### src/shared/ccp_pkg.sv
package ccp_pkg;
    // register indices on the plain register port
    localparam logic [1:0] ADDR_CONTROL = 2'h0;
    localparam logic [1:0] ADDR_CAP_SRC = 2'h1;
    localparam logic [1:0] ADDR_VAL_LO = 2'h2;
    localparam logic [1:0] ADDR_VAL_HI = 2'h3;
    // control field positions
    localparam int CTL_ENABLE_BIT = 7;
    localparam int CTL_OUT_BIT = 5;
    localparam int CTL_ALIGN_BIT = 4;
    // reset values, prescale match counts and pulse length
    localparam logic [7:0] RST_CONTROL = 8'h00;
    localparam logic [2:0] RST_CAP_SRC = 3'h0;
    localparam logic [7:0] RST_VALUE = 8'h00;
    localparam logic [3:0] PRESCALE_16 = 4'hf;
    localparam logic [3:0] PRESCALE_4 = 4'h3;
    localparam logic [1:0] PULSE_CYCLES = 2'h1;

    // operating_mode_field encodings
    typedef enum logic [3:0] {
        CCP_OFF = 4'b0000,
        CCP_CMP_TGL_CLR = 4'b0001,
        CCP_CMP_TGL = 4'b0010,
        CCP_CAP_BOTH = 4'b0011,
        CCP_CAP_FALL = 4'b0100,
        CCP_CAP_RISE = 4'b0101,
        CCP_CAP_RISE4 = 4'b0110,
        CCP_CAP_RISE16 = 4'b0111,
        CCP_CMP_SET = 4'b1000,
        CCP_CMP_CLR = 4'b1001,
        CCP_CMP_PULSE = 4'b1010,
        CCP_CMP_PULSE_CLR = 4'b1011,
        CCP_RSV_C = 4'b1100,
        CCP_RSV_D = 4'b1101,
        CCP_RSV_E = 4'b1110,
        CCP_PWM = 4'b1111
    } ccp_mode_t;

    // signals from the timers
    typedef struct packed {
        logic [15:0] sixteen_bit_timer;
        logic [7:0] period_timer;
        logic [7:0] period_limit;
        logic [1:0] base_low_bits;
        logic period_increment;
    } ccp_timer_t;

    // candidate capture sources
    typedef struct packed {
        logic mapped_input_pin;
        logic comparator_one_out;
        logic comparator_two_out;
        logic numeric_oscillator_output;
        logic pin_change_event;
        logic logic_cell_one_out;
        logic logic_cell_two_out;
    } ccp_sources_t;
endpackage

### src/rtl/ccp_unit.sv
`timescale 1ns/100ps
// Summary of operation
// - enable bit 7 low disables unit; high runs selected mode
// - control bit 5 reads output level; writes ignored
// - alignment bit 4 picks right(0)/left(1) PWM width; ignored otherwise
// - mode 1111 is PWM; 1100 to 1110 reserved, no events and output level held, not cleared as in off
// - mode 1011 pulses output on match and clears 16-bit timer
// - mode 1010 pulses output on match without timer clear
// - mode 1001 drives output low, 1000 drives high on match
// - mode 0111 captures every 16th rising edge, 0110 every 4th
// - capture on rising 0101, falling 0100, both edges 0011
// - 0010 toggles output on match; 0001 toggles and clears timer
// - mode 0000 turns everything off and resets internal state
// - every mode event raises event flag and trigger if selected
// - 3-bit source select picks capture input; 111 reserved, reads low
// - capture copies timer low and high bytes into value bytes
// - compare match requires both value bytes equal timer bytes
// - right-aligned width: low byte bits 7:0, high byte bits 1:0
// - left-aligned width: high byte bits 9:2, low byte bits 7:6
// - control bit 6 and source bits 7:3 read zero
// - period rollover clears timer, sets output unless zero, latches duty
// - PWM output goes low when time base equals buffered width
// - time base is period timer plus two low-order bits
module ccp_unit
(
    input wire logic i_clk, // 25 MHz system clock
    input wire logic i_rst_n, // synchronous reset, active low
    input wire logic [1:0] i_addr, // register index
    input wire logic [7:0] i_wdata, // write data
    input wire logic i_wr, // write strobe
    input wire logic i_rd, // read strobe
    output logic [7:0] o_rdata, // read data, cycle after strobe
    input wire ccp_pkg::ccp_timer_t i_timer, // timer values
    input wire ccp_pkg::ccp_sources_t i_src, // capture sources
    input wire logic i_adc_sel, // unit chosen as conversion trigger
    output logic o_out, // output pin level
    output logic o_event, // unit_event_flag set pulse
    output logic o_adc_trigger, // conversion trigger pulse
    output logic o_timer_clear, // clear request to 16-bit timer
    output logic o_period_clear // clear request to period timer
);
    import ccp_pkg::*;

    //------------------------------------------------------------
    // registers
    //------------------------------------------------------------
    logic unit_enable;
    logic width_alignment;
    ccp_mode_t operating_mode_field;
    logic [2:0] capture_source_field;
    logic [7:0] value_low_byte;
    logic [7:0] value_high_byte;
    logic out_level;
    logic [9:0] duty_buffer;
    logic [1:0] sync_ff;
    logic sync_prev;
    logic [3:0] edge_count;
    logic [1:0] pulse_cnt;
    logic match_prev;

    logic active;
    logic is_capture;
    logic is_compare;
    logic is_pwm;
    logic src_sel;
    logic rise;
    logic fall;
    logic cap_edge;
    logic cap_event;
    logic match;
    logic match_event;
    logic pwm_roll;
    logic [9:0] width_value;
    logic [9:0] time_base;
    logic wr_lo;
    logic wr_hi;

    //------------------------------------------------------------
    // mode decode
    //------------------------------------------------------------
    // reserved and off codes fall into none of the groups
    assign active = unit_enable && (operating_mode_field != CCP_OFF);
    assign is_pwm = active && (operating_mode_field == CCP_PWM);
    assign is_capture = active && (operating_mode_field inside
        {CCP_CAP_BOTH, CCP_CAP_FALL, CCP_CAP_RISE, CCP_CAP_RISE4, CCP_CAP_RISE16});
    assign is_compare = active && (operating_mode_field inside
        {CCP_CMP_TGL_CLR, CCP_CMP_TGL, CCP_CMP_SET, CCP_CMP_CLR,
         CCP_CMP_PULSE, CCP_CMP_PULSE_CLR});
    assign wr_lo = i_wr && (i_addr == ADDR_VAL_LO);
    assign wr_hi = i_wr && (i_addr == ADDR_VAL_HI);

    //------------------------------------------------------------
    // register writes
    //------------------------------------------------------------
    // control register; output level bit not writable
    always_ff @(posedge i_clk)
    begin
        if (!i_rst_n)
        begin
            unit_enable <= RST_CONTROL[CTL_ENABLE_BIT];
            width_alignment <= RST_CONTROL[CTL_ALIGN_BIT];
            operating_mode_field <= CCP_OFF;
        end
        else if (i_wr && (i_addr == ADDR_CONTROL))
        begin
            unit_enable <= i_wdata[CTL_ENABLE_BIT];
            width_alignment <= i_wdata[CTL_ALIGN_BIT];
            operating_mode_field <= ccp_mode_t'(i_wdata[3:0]);
        end
    end

    // capture source select
    always_ff @(posedge i_clk)
    begin
        if (!i_rst_n)
            capture_source_field <= RST_CAP_SRC;
        else if (i_wr && (i_addr == ADDR_CAP_SRC))
            capture_source_field <= i_wdata[2:0];
    end

    // value bytes: software write, or capture load; capture wins
    always_ff @(posedge i_clk)
    begin
        if (!i_rst_n)
        begin
            value_low_byte <= RST_VALUE;
            value_high_byte <= RST_VALUE;
        end
        else if (cap_event)
        begin
            value_low_byte <= i_timer.sixteen_bit_timer[7:0];
            value_high_byte <= i_timer.sixteen_bit_timer[15:8];
        end
        else
        begin
            if (wr_lo)
                value_low_byte <= i_wdata;
            if (wr_hi)
                value_high_byte <= i_wdata;
        end
    end

    //------------------------------------------------------------
    // register reads
    //------------------------------------------------------------
    // read data valid the cycle after the strobe; unused bits zero
    always_ff @(posedge i_clk)
    begin
        if (!i_rst_n)
            o_rdata <= 8'h00;
        else if (i_rd)
        begin
            if (i_addr == ADDR_CONTROL)
                o_rdata <= {unit_enable, 1'b0, out_level, width_alignment,
                    operating_mode_field};
            else if (i_addr == ADDR_CAP_SRC)
                o_rdata <= {5'h00, capture_source_field};
            else if (i_addr == ADDR_VAL_LO)
                o_rdata <= value_low_byte;
            else
                o_rdata <= value_high_byte;
        end
        else
            o_rdata <= 8'h00;
    end

    //------------------------------------------------------------
    // capture path
    //------------------------------------------------------------
    // source multiplexer
    always_comb
    begin
        case (capture_source_field)
            3'h0: src_sel = i_src.mapped_input_pin;
            3'h1: src_sel = i_src.comparator_one_out;
            3'h2: src_sel = i_src.comparator_two_out;
            3'h3: src_sel = i_src.numeric_oscillator_output;
            3'h4: src_sel = i_src.pin_change_event;
            3'h5: src_sel = i_src.logic_cell_one_out;
            3'h6: src_sel = i_src.logic_cell_two_out;
            default: src_sel = 1'b0;
        endcase
    end

    // two-stage synchroniser then edge history
    always_ff @(posedge i_clk)
    begin
        if (!i_rst_n)
        begin
            sync_ff <= 2'h0;
            sync_prev <= 1'b0;
        end
        else
        begin
            sync_ff <= {sync_ff[0], src_sel};
            sync_prev <= sync_ff[1];
        end
    end

    assign rise = sync_ff[1] && !sync_prev;
    assign fall = !sync_ff[1] && sync_prev;

    // qualifying edge per capture mode
    always_comb
    begin
        case (operating_mode_field)
            CCP_CAP_BOTH: cap_edge = rise || fall;
            CCP_CAP_FALL: cap_edge = fall;
            default: cap_edge = rise;
        endcase
    end

    // prescale counter for every 4th or 16th rising edge
    always_ff @(posedge i_clk)
    begin
        if (!i_rst_n || !is_capture)
            edge_count <= 4'h0;
        else if (cap_edge && (operating_mode_field inside {CCP_CAP_RISE4, CCP_CAP_RISE16}))
            edge_count <= (cap_event) ? 4'h0 : edge_count + 4'h1;
    end

    always_comb
    begin
        cap_event = 1'b0;
        if (is_capture && cap_edge)
        begin
            if (operating_mode_field == CCP_CAP_RISE16)
                cap_event = (edge_count == PRESCALE_16);
            else if (operating_mode_field == CCP_CAP_RISE4)
                cap_event = (edge_count == PRESCALE_4);
            else
                cap_event = 1'b1;
        end
    end

    //------------------------------------------------------------
    // compare path
    //------------------------------------------------------------
    // match on both bytes; one event per match entry
    assign match = (value_high_byte == i_timer.sixteen_bit_timer[15:8])
        && (value_low_byte == i_timer.sixteen_bit_timer[7:0]);
    assign match_event = is_compare && match && !match_prev;

    always_ff @(posedge i_clk)
    begin
        if (!i_rst_n)
            match_prev <= 1'b0;
        else
            match_prev <= is_compare && match;
    end

    // timer clear request on match for clearing modes
    assign o_timer_clear = match_event && (operating_mode_field inside
        {CCP_CMP_PULSE_CLR, CCP_CMP_TGL_CLR});

    //------------------------------------------------------------
    // pwm path
    //------------------------------------------------------------
    // width assembly by alignment
    assign width_value = width_alignment
        ? {value_high_byte, value_low_byte[7:6]}
        : {value_high_byte[1:0], value_low_byte};
    assign time_base = {i_timer.period_timer, i_timer.base_low_bits};
    assign pwm_roll = is_pwm && i_timer.period_increment
        && (i_timer.period_timer == i_timer.period_limit);
    assign o_period_clear = pwm_roll;

    // duty double buffer
    always_ff @(posedge i_clk)
    begin
        if (!i_rst_n || !active)
            duty_buffer <= 10'h000;
        else if (pwm_roll)
            duty_buffer <= width_value;
    end

    //------------------------------------------------------------
    // output level
    //------------------------------------------------------------
    // pulse counter keeps the pulse high for a fixed count
    always_ff @(posedge i_clk)
    begin
        if (!i_rst_n || !active)
            pulse_cnt <= 2'h0;
        else if (match_event && (operating_mode_field inside
            {CCP_CMP_PULSE, CCP_CMP_PULSE_CLR}))
            pulse_cnt <= PULSE_CYCLES;
        else if (pulse_cnt != 2'h0)
            pulse_cnt <= pulse_cnt - 2'h1;
    end

    always_ff @(posedge i_clk)
    begin
        if (!i_rst_n || !active)
            out_level <= 1'b0;
        else if (is_pwm)
        begin
            if (pwm_roll)
                out_level <= (width_value != 10'h000);
            // looks one step ahead: the pin is a flop and must be low while the
            // time base equals the width; assumes the time base steps each clock
            else if ((time_base + 10'h001) == duty_buffer)
                out_level <= 1'b0;
        end
        else if (match_event)
        begin
            case (operating_mode_field)
                CCP_CMP_SET: out_level <= 1'b1;
                CCP_CMP_CLR: out_level <= 1'b0;
                CCP_CMP_TGL, CCP_CMP_TGL_CLR: out_level <= !out_level;
                default: out_level <= 1'b1;
            endcase
        end
        else if (pulse_cnt == 2'h1)
            out_level <= 1'b0;
    end

    assign o_out = out_level;

    //------------------------------------------------------------
    // event flag and trigger
    //------------------------------------------------------------
    always_ff @(posedge i_clk)
    begin
        if (!i_rst_n)
        begin
            o_event <= 1'b0;
            o_adc_trigger <= 1'b0;
        end
        else
        begin
            o_event <= cap_event || match_event || pwm_roll;
            o_adc_trigger <= i_adc_sel && (cap_event || match_event || pwm_roll);
        end
    end
endmodule

### config.mk
export PLATFORM = sky130hd
export DESIGN_NAME = ccp_unit
export DESIGN_NICKNAME = d
export VERILOG_FILES = /design/src/shared/ccp_pkg.sv /design/src/rtl/ccp_unit.sv
export SDC_FILE = /design/constraint.sdc
export NUM_CORES = 1
export LEC_CHECK = 0
export BUFFER_PORTS_ARGS = -buffer_cell sky130_fd_sc_hd__clkbuf_2
export CAP_MARGIN = 20
export CORE_MARGIN = 4
export CORE_UTILIZATION = 30
export CTS_CLUSTER_DIAMETER = 40
export DETAILED_ROUTE_END_ITERATION = 7
export SYNTH_ARGS = -nofsm -noshare
export SYNTH_HDL_FRONTEND = slang
export SYNTH_SLANG_ARGS = --single-unit
### constraint.sdc
create_clock -name i_clk -period 3.2 [get_ports i_clk]
set_clock_uncertainty 0.2 [all_clocks]
set_input_delay 0.32 -clock i_clk [delete_from_list [all_inputs] [get_ports i_clk]]
set_output_delay 0.32 -clock i_clk [all_outputs]
set_load 0.05 [all_outputs]
==> summary.md <==
| Metric | Value |
|---|---|
| DP HPWL | 7.01 mm |
| Clock sinks | 56 |
| Filler cells | roughly 1100 |
| Rows | 38 |
| Multi-input logic area | ~0.0021 mm² |
| Total power | 0.00132 W |
| Predominant post-synthesis flop cell | dfxtp_1 |
| Total global-route track usage | 0.140 |
| Global-route wire length before repair | 14.6 mm |
| Antenna fix cells | 0 |
| WS Path Type | reg -> out |
| Period utilization | 0.872 |
| Power Dens Cells | 340 mW/mm² |
| Reg clk slew, reported paths | about 0.10 ns |
| Post-CTS resize count | 0 |
| Die W | approximately 110 µm |
| Mean Syn Cell Area | ~9 µm² |
| Startpoint types | flip-flop |
| Initial antenna violation count | 0 |
| Die Area | 0.0128 mm² |
| Least-Margin Pin Slew | 0.665 ns |
| Yosys warnings | 0 |
| Final setup viols | 0 |
| First-pass detailed-route iteration total | 4 |
| RSZ-0062 raised after global routing | false |
| Worst r2r dst | o_adc_trigger |
| Register area | 0.00112 mm² |
| Wire per inst | between 15 and 20 µm |
| Via count | 3006 |
| Crit-path cells | xor2_1 -> nor4_1 -> nand4_1 -> nor3_1 -> and3_1 -> clkbuf_2 |
| Setup TNS | 0 ns |
| Crit path max fanout | 6 |
| Top-area cell type share of the netlist area | 0.337 |
| Inserted Clock Buffers | 5 |
| Max-slew headroom | 0.556 |
| Number of synthesized flops with an enable pin | 0 |
| Fmax | 0.358 GHz |
| Vias in the first global route | 3011 |
| Post-Syn Area | 0.00332 mm² |
| Reg2Reg Launch Point | operating_mode_field[1] |
| Routability-driven placement congestion ratio | 0.856 |
| Drt via density | approximately 5.2 |
| Die height | 113 µm |
| Nets | 502 |
| Synth unique cells | 50 |
| Post-DRT Antenna Nets | 0 |
| Clock Latency Late Sink | 0.31 ns |
| Largest net degree at the start of global routing | 35 |
| Count leader, synth | nor2_1 |
| Hold wc startpoint | i_timer[30] |
| Minimum clock period | 2.79 ns |
| Worst path required time | 2.68 ns |
| Core region area | around 0.011 mm² |
| Root Driver | clkbuf_8 |
| Boundary Pins | 70 |
| Synth Net Count | 441 |
| Hold Violations, Final | 0 |
| GR Overflow Total | 0 |
| Max-Cap Viols | 0 |
| Crit-path slowest cell | dfxtp_1 |
| Crit path from | value_high_byte[0] |
| Asr flop ratio synth | 0 |
| Hold Crit Class | in -> reg |
| WHS Endpoint | value_high_byte[3] |
| CTS Buffer Depth | 2 |
| Iter 0 DRT Violations | 164 |
| CP max stage delay | ~0.49 ns |
| CTS tree | built |
| Top post-synthesis cells by area | dfxtp_1 34%, mux2i_1 11%, nor2_1 6.4% |
| Effective utilization at floorplan | 0.306 |
| Area Growth Syn to Fin | 17.2% |
| Register area share after synthesis | 0.337 |
| Reg2reg setup slack | between 0.6 and 0.7 ns |
| Cell family with most CP delay | simple AND/OR/NAND/NOR gates |
| Fraction of layout cells with a size suffix above 1 | 0.227 |
| Maximum VDD drop | 0.000179 V |
| Final wirelength | 8.78 mm |
| Synth cell count leaders | 57 x nor2_1, 56 x dfxtp_1, 38 x mux2i_1 |
| Bufs and invs on worst path | 1 |
| Worst EP arrival | 2.27 ns |
| Count of pins over their slew limit | 0 |
| Synth Register Bits | 56 |
| Run status | finished clean |
| H-tree depth | 2 |
| Buffers on Ports | 69 |
| # DRC | 0 |
| Synthesized instance count | 378 |
| Worst hold stages | 3 |
| Pleak | 1.57 nW |
| R2R depth | 8 |
| CP Capture Type | output pin |
| Area leader, netlist | dfxtp_1 |
==> kinds of logic after synthesis <==
logic type | count (synthesis) | share of synthesized area
flip-flops | 56 | 0.337
multiplexers | 46 | 0.155
adder cells (fa/ha/maj) | 6 | 0.0226
AO/OA/AOI/OAI | 68 | 0.146
AND/OR/NAND/NOR | 135 | 0.205
XOR/XNOR | 36 | 0.0949
buffers and inverters | 31 | 0.0395
==> report_power, final <==
group,switching (W),leakage [nW],internal [W]
clock,0.000227,0.0510,0.000173
sequential,0.0000255,0.453,0.000711
combinational,0.0000968,1.07,0.0000908
total,0.000349,1.57,0.000975
==> layer usage <==
| layer | vias up | global-route usage | part of all wire |
|---|---|---|---|
| met5 | - | 0 | 0 |
| met4 | 0 | 0.0449 | 0.017 |
| met3 | 13 | 0.0267 | 0.048 |
| met2 | 73 | 0.236 | 0.48 |
| met1 | 1435 | 0.181 | 0.45 |
| li1 | 1485 | - | - |
==> worst reg2reg max path, stage by stage, from the launching register on <==
cell	delay [ns]
dfxtp_1	0.44
and2_1	0.26
o31ai_1	0.19
a21boi_0	0.14
a2111oi_2	0.53
nand2_1	0.10
buf_4	0.25
a21oi_1	0.25
and2_1	0.15
==> flip-flops by register name, indices dropped and copies added, names as in the netlist, 2 cells and up <==
register,cells
duty_buffer,10
operating_mode_field,4
pulse_cnt,2
value_high_byte,8
edge_count,4
value_low_byte,8
sync_ff,2
o_rdata,8
capture_source_field,3
==> final cells by class <==
| type | instances | share of cell area |
|---|---|---|
| Clock buffer | 6 | 0.0212 |
| Clock inverter | 2 | 0.00257 |
| Multi-Input combinational cell | 291 | 0.532 |
| Tap cell | 140 | 0.0450 |
| Inverter | 9 | 0.00868 |
| Sequential cell | 56 | 0.288 |
| Timing Repair Buffer | 76 | 0.103 |
==> worst max path at each step <==
stage | to | slack (ns) | cells past startpoint
floorplan | o_out | 0.80 | 8
global placement | o_out | 0.56 | 9
detailed placement | o_out | 0.53 | 9
CTS | o_timer_clear | 0.44 | 6
global route | o_timer_clear | 0.30 | 6
finish | o_timer_clear | 0.41 | 6
==> through the flow <==
stage / instance area [µm²] / hold WS, ns / worst slack (ns) / util / std cells
2_1_floorplan: 3320 / 0.212 / 0.798 / - / 378
3_3_place_gp: 3790 / 0.221 / 0.565 / 0.350 / 571
3_5_place_dp: 3790 / 0.223 / 0.531 / 0.350 / 571
4_1_cts: 3890 / 0.0757 / 0.438 / 0.359 / 580
5_1_grt: 3890 / 0.0887 / 0.303 / 0.359 / 580
6_report: 3890 / 0.0833 / 0.410 / 0.359 / 580
==> layout by cell type (no fill, tap or decap), types with 6 or more instances in the layout <==
| cell | netlist | routed |
|---|---|---|
| nand2_1 | 16 | 16 |
| nand3_1 | 12 | 12 |
| dfxtp_1 | 56 | 56 |
| clkbuf_8 | 0 | 6 |
| xnor2_1 | 13 | 13 |
| nor2_1 | 57 | 57 |
| a211oi_1 | 28 | 28 |
| xor2_1 | 23 | 23 |
| a21oi_1 | 8 | 8 |
| inv_1 | 9 | 9 |
| mux2i_1 | 38 | 38 |
| clkbuf_2 | 0 | 69 |
| nor4_1 | 7 | 7 |
| o21ai_0 | 7 | 7 |
| buf_4 | 0 | 6 |
| ha_1 | 6 | 6 |
==> repair_timing <==
action                                 in CTS  in global routing
buffers inserted                            0                  0
endpoints found under the hold margin       1                  0
hold buffers                                1                  0
No activity file was read; power rests on OpenSTA's default activity.
